File: src/pkg/dcir_consts.vh
/*
  Constants for the digital I/O interrupt router: register offsets,
  field positions, reset values and the counter tick rate.
  Assumes it is included by bare name from files under logic/.
*/
`ifndef DCIR_CONSTS_VH
`define DCIR_CONSTS_VH

// ==========================================================
// clocking
`define DCIR_REF_HZ        200000000
`define DCIR_XTAL_HZ       16000000
`define DCIR_XTAL_DIV      8
`define DCIR_CTR_SRC_HZ    (`DCIR_XTAL_HZ / `DCIR_XTAL_DIV)
`define DCIR_TICK_CYC      (`DCIR_REF_HZ / `DCIR_CTR_SRC_HZ)
`define DCIR_TICK_BITS     8

// ==========================================================
// register window offsets
`define DCIR_OFF_COUNTER_SOURCE_SELECT      5'h10
`define DCIR_OFF_CTR2      5'h11
`define DCIR_OFF_CTR3      5'h12
`define DCIR_OFF_CTR_CFG   5'h13
`define DCIR_OFF_IRQ_SRC   5'h14
`define DCIR_OFF_IRQ_CTL   5'h15
`define DCIR_SEL_PORT_A    2'h0
`define DCIR_SEL_PORT_B    2'h1
`define DCIR_SEL_PORT_C    2'h2
`define DCIR_SEL_CFG       2'h3

// ==========================================================
// counter interrupt control fields
`define DCIR_CTL_MASTER    2
`define DCIR_CTL_CTR_EN    1
`define DCIR_CTL_CTR_SEL   0
`define DCIR_CTL_MASK      8'h07

// ==========================================================
// group configuration fields
`define DCIR_GCFG_RESET    8'h9B
`define DCIR_GCFG_SET      7
`define DCIR_GCFG_AMODE_HI 6
`define DCIR_GCFG_AMODE_LO 5
`define DCIR_GCFG_A_IN     4
`define DCIR_GCFG_CU_IN    3
`define DCIR_GCFG_BMODE    2
`define DCIR_GCFG_B_IN     1
`define DCIR_GCFG_CL_IN    0
`define DCIR_C_IRQ_A_BIT   3
`define DCIR_C_IRQ_B_BIT   0

// ==========================================================
// counter unit
`define DCIR_CTR_BITS      16
`define DCIR_CTR_COUNT     3
`define DCIR_CTR_SEL_HI    7
`define DCIR_CTR_SEL_LO    6

`endif

File: src/logic/dcir_router.v
/*
  Top of the digital I/O interrupt router: four port groups, the
  three-counter unit and the single host interrupt request.
  Assumes an 8-bit register window decoded from the host bridge, one
  200 MHz clock, and pins that are synchronous to it.
*/
`timescale 1ns/10ps
`include "dcir_consts.vh"

// How it works
// - host interrupt only passes while the master enable is set.
// - counters raise interrupts only while the counter enable is set.
// - select high takes the second counter, cascaded behind the first.
// - select low takes the first counter alone; the third never interrupts.
// - first counter runs from a 2 MHz tick, crystal over 8, always gated on.
// - second counter counts the first counter's wraps, always gated on.
// - three 16-bit counters, the second cascaded on the first; only the first two feed interrupts.
// - exactly one of the first two counters can be the counter source.
// - in handshake modes port C bits 0 and 3 become interrupt sources.
// - each of the eight port sources has its own enable bit.
// - reset places every port of every group in input mode.
// - groups offer 8+8+4+4, three 8-bit, or 8+8 with handshake.
// - combined request drives the active-low host interrupt line.
// - enable byte holds two bits per group, odd bit B, even bit A.
module dcir_router #(
  parameter                       TICK_DIV = `DCIR_TICK_CYC
) (
  input  wire                     ref_clk,
  input  wire                     resetn,
  input  wire [4:0]               ioAddr,
  input  wire [7:0]               ioWrData,
  input  wire                     ioWrStb,
  input  wire                     ioRdStb,
  output reg  [7:0]               ioRdData,
  input  wire [95:0]              pinIn,
  output wire [95:0]              pinOut,
  output wire [95:0]              pinOe,
  output reg                      hostIrqN
);

  // ==========================================================
  // helpers
  function [23:0] drive_mask;
    input [7:0] cfg;
    begin
      drive_mask = {{4{~cfg[`DCIR_GCFG_CU_IN]}},
                    {4{~cfg[`DCIR_GCFG_CL_IN]}},
                    {8{~cfg[`DCIR_GCFG_B_IN]}},
                    {8{~cfg[`DCIR_GCFG_A_IN]}}};
      // handshake lines stay inputs so they can act as requests
      if (handshake(cfg)) begin
        drive_mask[16 + `DCIR_C_IRQ_A_BIT] = 1'b0;
        drive_mask[16 + `DCIR_C_IRQ_B_BIT] = 1'b0;
      end
    end
  endfunction

  function handshake;
    input [7:0] cfg;
    begin
      handshake = cfg[`DCIR_GCFG_AMODE_HI] | cfg[`DCIR_GCFG_AMODE_LO] |
                  cfg[`DCIR_GCFG_BMODE];
    end
  endfunction

  function [7:0] merge_port;
    input [7:0] latch;
    input [7:0] pins;
    input [7:0] drive;
    begin
      merge_port = (latch & drive) | (pins & ~drive);
    end
  endfunction

  // ==========================================================
  // state
  reg  [7:0]                      grpCfg [0:3];
  reg  [7:0]                      grpLatA [0:3];
  reg  [7:0]                      grpLatB [0:3];
  reg  [7:0]                      grpLatC [0:3];
  reg  [95:0]                     pinOutReg;
  reg  [95:0]                     pinOeReg;
  reg  [7:0]                      portIrqEnable;
  reg                             irqMasterEnable;
  reg                             counterIrqEnable;
  reg                             counterSourceSelect;
  reg  [7:0]                      next_rdData;

  wire                            groupHit;
  wire [1:0]                      grpIdx;
  wire [1:0]                      grpSel;
  wire                            tick;
  wire [7:0]                      ctrRdData [0:2];
  wire [2:0]                      ctrOut;
  wire [2:0]                      ctrWrap;
  wire [2:0]                      ctrWrStb;
  wire [2:0]                      ctrRdStb;
  wire [2:0]                      ctrArm;
  wire [2:0]                      ctrEn;
  wire [7:0]                      portIrqRaw;
  wire                            portEvent;
  wire                            counterEvent;
  wire [1:0]                      ctrCfgSel;
  wire [23:0]                     selDrive;
  wire [7:0]                      selDriveA;
  wire [7:0]                      selDriveB;
  wire [7:0]                      selDriveC;
  wire                            irqSrcWr;
  wire                            irqCtlWr;
  wire                            ctrSrcActive;
  wire [7:0]                      ctlByte;

  assign groupHit  = ~ioAddr[4];
  assign grpIdx    = ioAddr[3:2];
  assign grpSel    = ioAddr[1:0];
  assign ctrCfgSel = ioWrData[`DCIR_CTR_SEL_HI:`DCIR_CTR_SEL_LO];
  assign pinOut    = pinOutReg;
  assign pinOe     = pinOeReg;
  assign irqSrcWr  = ioWrStb && (ioAddr == `DCIR_OFF_IRQ_SRC);
  assign irqCtlWr  = ioWrStb && (ioAddr == `DCIR_OFF_IRQ_CTL);

  // direction of the addressed group, split per port
  assign selDrive  = drive_mask(grpCfg[grpIdx]);
  assign selDriveA = selDrive[7:0];
  assign selDriveB = selDrive[15:8];
  assign selDriveC = selDrive[23:16];

  // ==========================================================
  // port groups
  integer g;
  integer p;

  always @(posedge ref_clk) begin
    if (!resetn) begin
      for (g = 0; g < 4; g = g + 1) begin
        grpCfg[g]  <= `DCIR_GCFG_RESET;
        grpLatA[g] <= 8'h00;
        grpLatB[g] <= 8'h00;
        grpLatC[g] <= 8'h00;
      end
    end else if (ioWrStb && groupHit) begin
      case (grpSel)
        `DCIR_SEL_PORT_A: grpLatA[grpIdx] <= ioWrData;
        `DCIR_SEL_PORT_B: grpLatB[grpIdx] <= ioWrData;
        `DCIR_SEL_PORT_C: grpLatC[grpIdx] <= ioWrData;
        default: begin
          if (ioWrData[`DCIR_GCFG_SET]) begin
            // mode set picks one of the three arrangements
            grpCfg[grpIdx]  <= ioWrData;
            grpLatA[grpIdx] <= 8'h00;
            grpLatB[grpIdx] <= 8'h00;
            grpLatC[grpIdx] <= 8'h00;
          end else begin
            // single port C bit set or reset
            grpLatC[grpIdx][ioWrData[3:1]] <= ioWrData[0];
          end
        end
      endcase
    end
  end

  // pin drivers registered so the outputs come from flops
  always @(posedge ref_clk) begin
    if (!resetn) begin
      pinOutReg <= 96'h0;
      pinOeReg  <= 96'h0;
    end else begin
      for (p = 0; p < 4; p = p + 1) begin
        pinOutReg[p*24 +: 24] <= {grpLatC[p], grpLatB[p], grpLatA[p]};
        pinOeReg[p*24 +: 24]  <= drive_mask(grpCfg[p]);
      end
    end
  end

  // handshake request lines, even bit A, odd bit B per group
  genvar k;
  generate
    for (k = 0; k < 4; k = k + 1) begin : irqTap
      assign portIrqRaw[2*k]   = handshake(grpCfg[k]) &
                                 pinIn[k*24 + 16 + `DCIR_C_IRQ_A_BIT];
      assign portIrqRaw[2*k+1] = handshake(grpCfg[k]) &
                                 pinIn[k*24 + 16 + `DCIR_C_IRQ_B_BIT];
    end
  endgenerate

  assign portEvent = |(portIrqRaw & portIrqEnable);

  // ==========================================================
  // counter unit
  assign ctrEn[0] = tick;
  assign ctrEn[1] = ctrWrap[0];
  assign ctrEn[2] = tick;

  generate
    for (k = 0; k < `DCIR_CTR_COUNT; k = k + 1) begin : ctr
      // window offset and arm index of this counter
      localparam integer CTR_OFF = `DCIR_OFF_COUNTER_SOURCE_SELECT + k;
      localparam integer CTR_IDX = k;
      assign ctrWrStb[k] = ioWrStb && (ioAddr == CTR_OFF[4:0]);
      assign ctrRdStb[k] = ioRdStb && (ioAddr == CTR_OFF[4:0]);
      assign ctrArm[k]   = ioWrStb && (ioAddr == `DCIR_OFF_CTR_CFG) &&
                           (ctrCfgSel == CTR_IDX[1:0]);

      dcir_counter uCounter (
        .ref_clk   (ref_clk),
        .resetn    (resetn),
        .countEn   (ctrEn[k]),
        .armStb    (ctrArm[k]),
        .wrStb     (ctrWrStb[k]),
        .wrData    (ioWrData),
        .rdStb     (ctrRdStb[k]),
        .rdData    (ctrRdData[k]),
        .outLevel  (ctrOut[k]),
        .wrapPulse (ctrWrap[k])
      );
    end
  endgenerate

  dcir_tick_div #(.DIV(TICK_DIV)) uTickDiv (
    .ref_clk (ref_clk),
    .resetn  (resetn),
    .tick    (tick)
  );

  // one source only; the third counter is not looked at
  assign ctrSrcActive = counterSourceSelect ? ~ctrOut[1] : ~ctrOut[0];
  assign counterEvent = counterIrqEnable & ctrSrcActive;

  // control byte as read back, upper bits zero
  assign ctlByte = {5'h00, irqMasterEnable, counterIrqEnable, counterSourceSelect} &
                   `DCIR_CTL_MASK;

  // ==========================================================
  // interrupt control registers
  always @(posedge ref_clk) begin
    if (!resetn) begin
      portIrqEnable       <= 8'h00;
      irqMasterEnable     <= 1'b0;
      counterIrqEnable    <= 1'b0;
      counterSourceSelect <= 1'b0;
    end else begin
      if (irqSrcWr)
        portIrqEnable <= ioWrData;
      if (irqCtlWr) begin
        irqMasterEnable     <= ioWrData[`DCIR_CTL_MASTER];
        counterIrqEnable    <= ioWrData[`DCIR_CTL_CTR_EN];
        counterSourceSelect <= ioWrData[`DCIR_CTL_CTR_SEL];
      end
    end
  end

  // host request, active low
  always @(posedge ref_clk) begin
    if (!resetn)
      hostIrqN <= 1'b1;
    else
      hostIrqN <= ~(irqMasterEnable & (portEvent | counterEvent));
  end

  // ==========================================================
  // readback
  always @* begin
    next_rdData = 8'h00;
    if (groupHit) begin
      case (grpSel)
        `DCIR_SEL_PORT_A:
          next_rdData = merge_port(grpLatA[grpIdx], pinIn[grpIdx*24 +: 8],
                                   selDriveA);
        `DCIR_SEL_PORT_B:
          next_rdData = merge_port(grpLatB[grpIdx], pinIn[grpIdx*24 + 8 +: 8],
                                   selDriveB);
        `DCIR_SEL_PORT_C:
          next_rdData = merge_port(grpLatC[grpIdx], pinIn[grpIdx*24 + 16 +: 8],
                                   selDriveC);
        default:
          next_rdData = grpCfg[grpIdx];
      endcase
    end else begin
      case (ioAddr)
        `DCIR_OFF_COUNTER_SOURCE_SELECT:    next_rdData = ctrRdData[0];
        `DCIR_OFF_CTR2:    next_rdData = ctrRdData[1];
        `DCIR_OFF_CTR3:    next_rdData = ctrRdData[2];
        `DCIR_OFF_IRQ_SRC: next_rdData = portIrqEnable;
        `DCIR_OFF_IRQ_CTL: next_rdData = ctlByte;
        default:           next_rdData = 8'h00;
      endcase
    end
  end

  always @(posedge ref_clk) begin
    if (!resetn)
      ioRdData <= 8'h00;
    else if (ioRdStb)
      ioRdData <= next_rdData;
  end

endmodule

File: src/logic/dcir_tick_div.v
/*
  Divider that turns ref_clk into the one-cycle enable that stands in
  for the crystal-derived counter source.
  Assumes one clock and a synchronous active-low reset.
*/
`timescale 1ns/10ps
`include "dcir_consts.vh"

module dcir_tick_div #(
  parameter                       DIV = `DCIR_TICK_CYC
) (
  input  wire                     ref_clk,
  input  wire                     resetn,
  output reg                      tick
);

  reg [`DCIR_TICK_BITS-1:0]       divCount;

  // ==========================================================
  // modulo counter
  always @(posedge ref_clk) begin
    if (!resetn) begin
      divCount <= {`DCIR_TICK_BITS{1'b0}};
      tick     <= 1'b0;
    end else if (divCount == DIV[`DCIR_TICK_BITS-1:0] - 8'h01) begin
      divCount <= {`DCIR_TICK_BITS{1'b0}};
      tick     <= 1'b1;
    end else begin
      divCount <= divCount + 8'h01;
      tick     <= 1'b0;
    end
  end

endmodule

File: src/logic/dcir_counter.v
/*
  One 16-bit down counter with byte-wide load and readback.
  Assumes the count enable is a one-cycle pulse in ref_clk.
*/
`timescale 1ns/10ps
`include "dcir_consts.vh"

module dcir_counter (
  input  wire                     ref_clk,
  input  wire                     resetn,
  input  wire                     countEn,
  input  wire                     armStb,
  input  wire                     wrStb,
  input  wire [7:0]               wrData,
  input  wire                     rdStb,
  output wire [7:0]               rdData,
  output reg                      outLevel,
  output reg                      wrapPulse
);

  reg [`DCIR_CTR_BITS-1:0]        count;
  reg [`DCIR_CTR_BITS-1:0]        reload;
  reg [7:0]                       lowByte;
  reg                             wrHigh;
  reg                             rdHigh;
  reg                             running;

  assign rdData = rdHigh ? count[15:8] : count[7:0];

  // ==========================================================
  // load, count and terminal output
  always @(posedge ref_clk) begin
    if (!resetn) begin
      count     <= 16'h0000;
      reload    <= 16'h0000;
      lowByte   <= 8'h00;
      wrHigh    <= 1'b0;
      rdHigh    <= 1'b0;
      running   <= 1'b0;
      outLevel  <= 1'b1;
      wrapPulse <= 1'b0;
    end else begin
      wrapPulse <= 1'b0;
      if (rdStb)
        rdHigh <= ~rdHigh;
      if (armStb) begin
        running  <= 1'b0;
        wrHigh   <= 1'b0;
        rdHigh   <= 1'b0;
        outLevel <= 1'b1;
      end else if (wrStb) begin
        // low byte first, high byte completes the load
        if (!wrHigh) begin
          lowByte <= wrData;
          wrHigh  <= 1'b1;
        end else begin
          reload  <= {wrData, lowByte};
          count   <= {wrData, lowByte};
          wrHigh  <= 1'b0;
          running <= 1'b1;
        end
      end else if (countEn && running) begin
        if (count == 16'h0001) begin
          count     <= reload;
          outLevel  <= 1'b0;
          wrapPulse <= 1'b1;
        end else begin
          count    <= count - 16'h0001;
          outLevel <= 1'b1;
        end
      end
    end
  end

endmodule

File: config.mk
export PLATFORM = sky130hd
export DESIGN_NAME = dcir_router
export DESIGN_NICKNAME = d
export VERILOG_FILES = /design/src/logic/dcir_router.v /design/src/logic/dcir_tick_div.v /design/src/logic/dcir_counter.v
export VERILOG_INCLUDE_DIRS = /design/src /design/src/pkg
export SDC_FILE = /design/constraint.sdc
export NUM_CORES = 1
export LEC_CHECK = 0
export BUFFER_PORTS_ARGS = -buffer_cell sky130_fd_sc_hd__buf_2
export CORE_MARGIN = 10
export CORE_UTILIZATION = 47
export CTS_BUF_LIST = sky130_fd_sc_hd__clkbuf_8
export CTS_CLUSTER_SIZE = 8
export DETAILED_ROUTE_END_ITERATION = 8
export GPL_ROUTABILITY_DRIVEN = 0
export PLACE_DENSITY = 0.79
export SLEW_MARGIN = 20
export SYNTH_ARGS = -nofsm -noshare
export SYNTH_HDL_FRONTEND = slang
export SYNTH_SLANG_ARGS = --single-unit
File: constraint.sdc
create_clock -name ref_clk -period 2.9 [get_ports ref_clk]
set_input_delay 0.58 -clock ref_clk [delete_from_list [all_inputs] [get_ports ref_clk]]
set_output_delay 0.58 -clock ref_clk [all_outputs]
set_load 0.02 [all_outputs]
==> flow_metrics.py <==
metrics = {
    "synth": {
        "synth_edf_count": 128,
        "synth.most_common_cell": "dfxtp_1",
        "synth_area_leaders": "dfxtp_1 30%, edfxtp_1 21%, mux4_2 6.6%",
        "synth_area_mm2": 0.01873,
        "synth_async_sr_flop_share": 0,
        "yosysSeqAreaShare": 0.5014,
        "yosys.area.top_type": "dfxtp_1",
        "yosys.area.top_type_share": 0.2961,
        "ys_ff_latch": 405,
        "yosys_most_used_dff": "dfxtp_1",
        "ys_top_cells_by_count": "277 x dfxtp_1, 262 x nand2_1, 199 x nor2_1",
        "yosys_warnings": 0,
        "syn_inst": 1932,
        "synth_area_per_cell_um2": 9.692,
        "ys_types": 75,
    },
    "worst_setup_path": {
        "crit_family": "simple AND/OR/NAND/NOR gates",
        "startpoint_type": "flip-flop",
        "ff2ff_setup_slack_ps": 320,
        "crit_required_ps": 3450,
        "path_cells": "inv_1, ha_1, or4b_1, nand4bb_1, nor3_1, nor3_1, a2111oi_0, o221a_1",
        "critical_path_arrival_ps": 3140,
        "crit_top_cell": "nor3_1",
        "worstSetupPathType": "flip-flop to flip-flop",
        "cp_slowest_cell": "or4b_1",
        "path_max_fanout": 7,
        "crit_path_end_kind": "flip-flop",
        "cp_num_buf_inv": 1,
        "worstSetupStartpoint": "ctr[2].uCounter.count[0]",
        "cpPeakStageDelay_ps": 530,
        "r2r_start": "ctr[2].uCounter.count[0]",
    },
    "routing": {
        "firstDrtPassIters": 6,
        "postRouteAntennaNets": 0,
        "vias": 15910,
        "wl_met2_um": 28380,
        "drt_wl_total_um": 58350,
        "drtIter0Drc": 2038,
        "top_layer": "met5",
        "drt-met1-wl_um": 20610,
        "drc_errors": 0,
        "wl_per_cell_um": 21.15,
        "viasPerCell": 5.765,
        "route.met3.wl_um": 6763,
    },
    "sta": {
        "fin_hold_ws_ps": 352.5,
        "maxSlewViolCount": 0,
        "setup_viol": 0,
        "max_freq_mhz": 386.9,
        "fin_crit_ps": 2585,
        "finClkSkew_ps": 35.28,
        "max_slew.worst_pin.slew_ps": 827.8,
        "slew_headroom": 0.4481,
        "finalCritPeriodShare": 0.8913,
        "fin_setup_tns_ps": 0,
        "fin_ws_ps": 315.3,
        "hold_viol_final": 0,
        "rsz0062_at_grt": "false",
    },
    "cells_and_area": {
        "n_fill_cell": 3376,
        "area_growth_pct": 16.46,
        "drive_gt1_frac": 0.2503,
        "fin_cells": 2759,
        "nets": 2303,
    },
    "clock_network": {
        "cts_resized": 0,
        "clkLatencyLatePin_ps": 630,
        "postCtsSetupBuffers": 0,
        "cts_max_level": 3,
        "cts_buffers": 67,
        "root_buffer": "clkbuf_8",
        "clock_sinks": 405,
        "hold_buffers": 0,
        "cts_tree": "built",
        "clock_path_buffers": 3,
        "path_clk_slew_ps": 60,
    },
    "die": {
        "fp-row-count": 73,
        "design.core.area_mm2": 0.03955,
        "chipHeight_um": 219.6,
        "ioPinCount": 314,
        "dieArea_mm2": 0.04823,
        "die_w_um": 219.6,
        "start_util": 0.4735,
    },
    "global_route": {
        "grt_use_total": 0.2322,
        "antenna_found_initial": 2,
        "grt_pass1_wl_um": 88260,
        "grt_pass1_vias": 15650,
        "grt_overflow": 0,
        "grt_max_degree": 108,
    },
    "worst_hold_path": {
        "min_path_type": "input pin to flip-flop",
        "hold_start": "ioWrData[6]",
    },
    "placement": {
        "post-place-ws_ps": 79.75,
        "dp_cells": 2639,
        "hpwl_um": 42120,
        "port-buffer-count": 313,
    },
    "pwr": {
        "worst_ir_drop_vdd_mv": 0.2629,
        "power_leakage_uw": 0.008912,
        "pwr_density_cell_mw_per_mm2": 567.3,
    },
    "run": {
        "maxCapViolations": 0,
    },
    "run_status": {
        "status": "finished, final reports clean",
    },
}
[through the flow]
stage,total power (uW),utilization,cell area [um2]
floorplan,7083,-,18740
global placement,7546,0.5185,20500
detailed placement,7572,0.5185,20500
CTS,12420,0.5514,21810
global route,12780,0.5514,21810
finish,12370,0.5514,21810
[final cells by class]
type | instances | area, um2 | share of cell area
Clock inverter | 41 | 227.7 | 0.01044
Antenna cell | 1 | 2.502 | 0.0001147
Timing Repair Buffer | 396 | 2257 | 0.1035
Clock buffer | 78 | 1074 | 0.04923
Tap cell | 525 | 656.9 | 0.03012
Sequential cell | 405 | 9389 | 0.4305
Inverter | 33 | 123.9 | 0.005680
Multi-Input combinational cell | 1280 | 8078 | 0.3704
[worst min-delay path: cells and delay by family]
family | cells | cell delay [ps]
and+or+nand+nor | 1 | 90
buffers and inverters | 1 | 190
AOI/OAI and AO/OA | 1 | 60
[layout by cell type (no fill, tap or decap), types with 6 or more instances in the layout]
master	instances
o21a_1	6
inv_1	61
buf_4	80
or3_1	9
or2_1	7
mux2i_1	53
dfxtp_1	277
ha_1	7
nor2b_1	11
o21ai_1	16
nor4_1	6
clkbuf_8	78
a22oi_1	6
nand3b_1	6
o21ai_0	102
nor2_1	199
nor3_1	35
mux2_2	10
and2_1	102
xor2_1	23
buf_2	311
nand2b_1	11
a21oi_1	95
nand2_1	262
o211ai_1	43
and3_1	10
xnor2_1	15
edfxtp_1	128
o22ai_1	13
nand4_1	6
a31oi_1	45
mux4_2	55
nand3_1	46
[metal layers]
metal  global-route usage  up-vias
li1                     -     7229
met1               0.2728     7522
met2               0.3908      968
met3              0.05636      183
met4               0.1155        4
met5                    0        -
[sequential cells by signal, summed over array words and instances, names as in the netlist, 20 cells and up]
name,flops
grpLatB,32
ctr.uCounter.reload,48
grpCfg,32
grpLatC,32
ctr.uCounter.count,48
pinOe,20
ctr.uCounter.lowByte,24
grpLatA,32
pinOut,96
[power by group]
group,switching (uW),internal (uW)
registers,120,6060
logic,813,484
clock network,2330,2570
[path summary, 6_finish.rpt]
check | end | cells after the start
max | ctr[2].uCounter.count[14] | 8
min | ctr[1].uCounter.reload[14] | 3
max reg2reg | ctr[2].uCounter.count[14] | 8
min reg2reg | pinOe[79] | 1
[logic make-up (layout without fill, tap and decap cells)]
family / count (synthesis) / count (layout) / share of synthesized area
other: 1 / 5 / 0.0002003
muxes: 120 / 120 / 0.1025
AOI/OAI and AO/OA: 375 / 375 / 0.1212
xor gates and xnor gates: 38 / 38 / 0.01777
adders and majority gates: 7 / 7 / 0.004677
and+or+nand+nor: 736 / 736 / 0.1842
DFF: 405 / 405 / 0.5014
buffers and inverters: 250 / 548 / 0.06809
(Power assumes the default switching activity.)
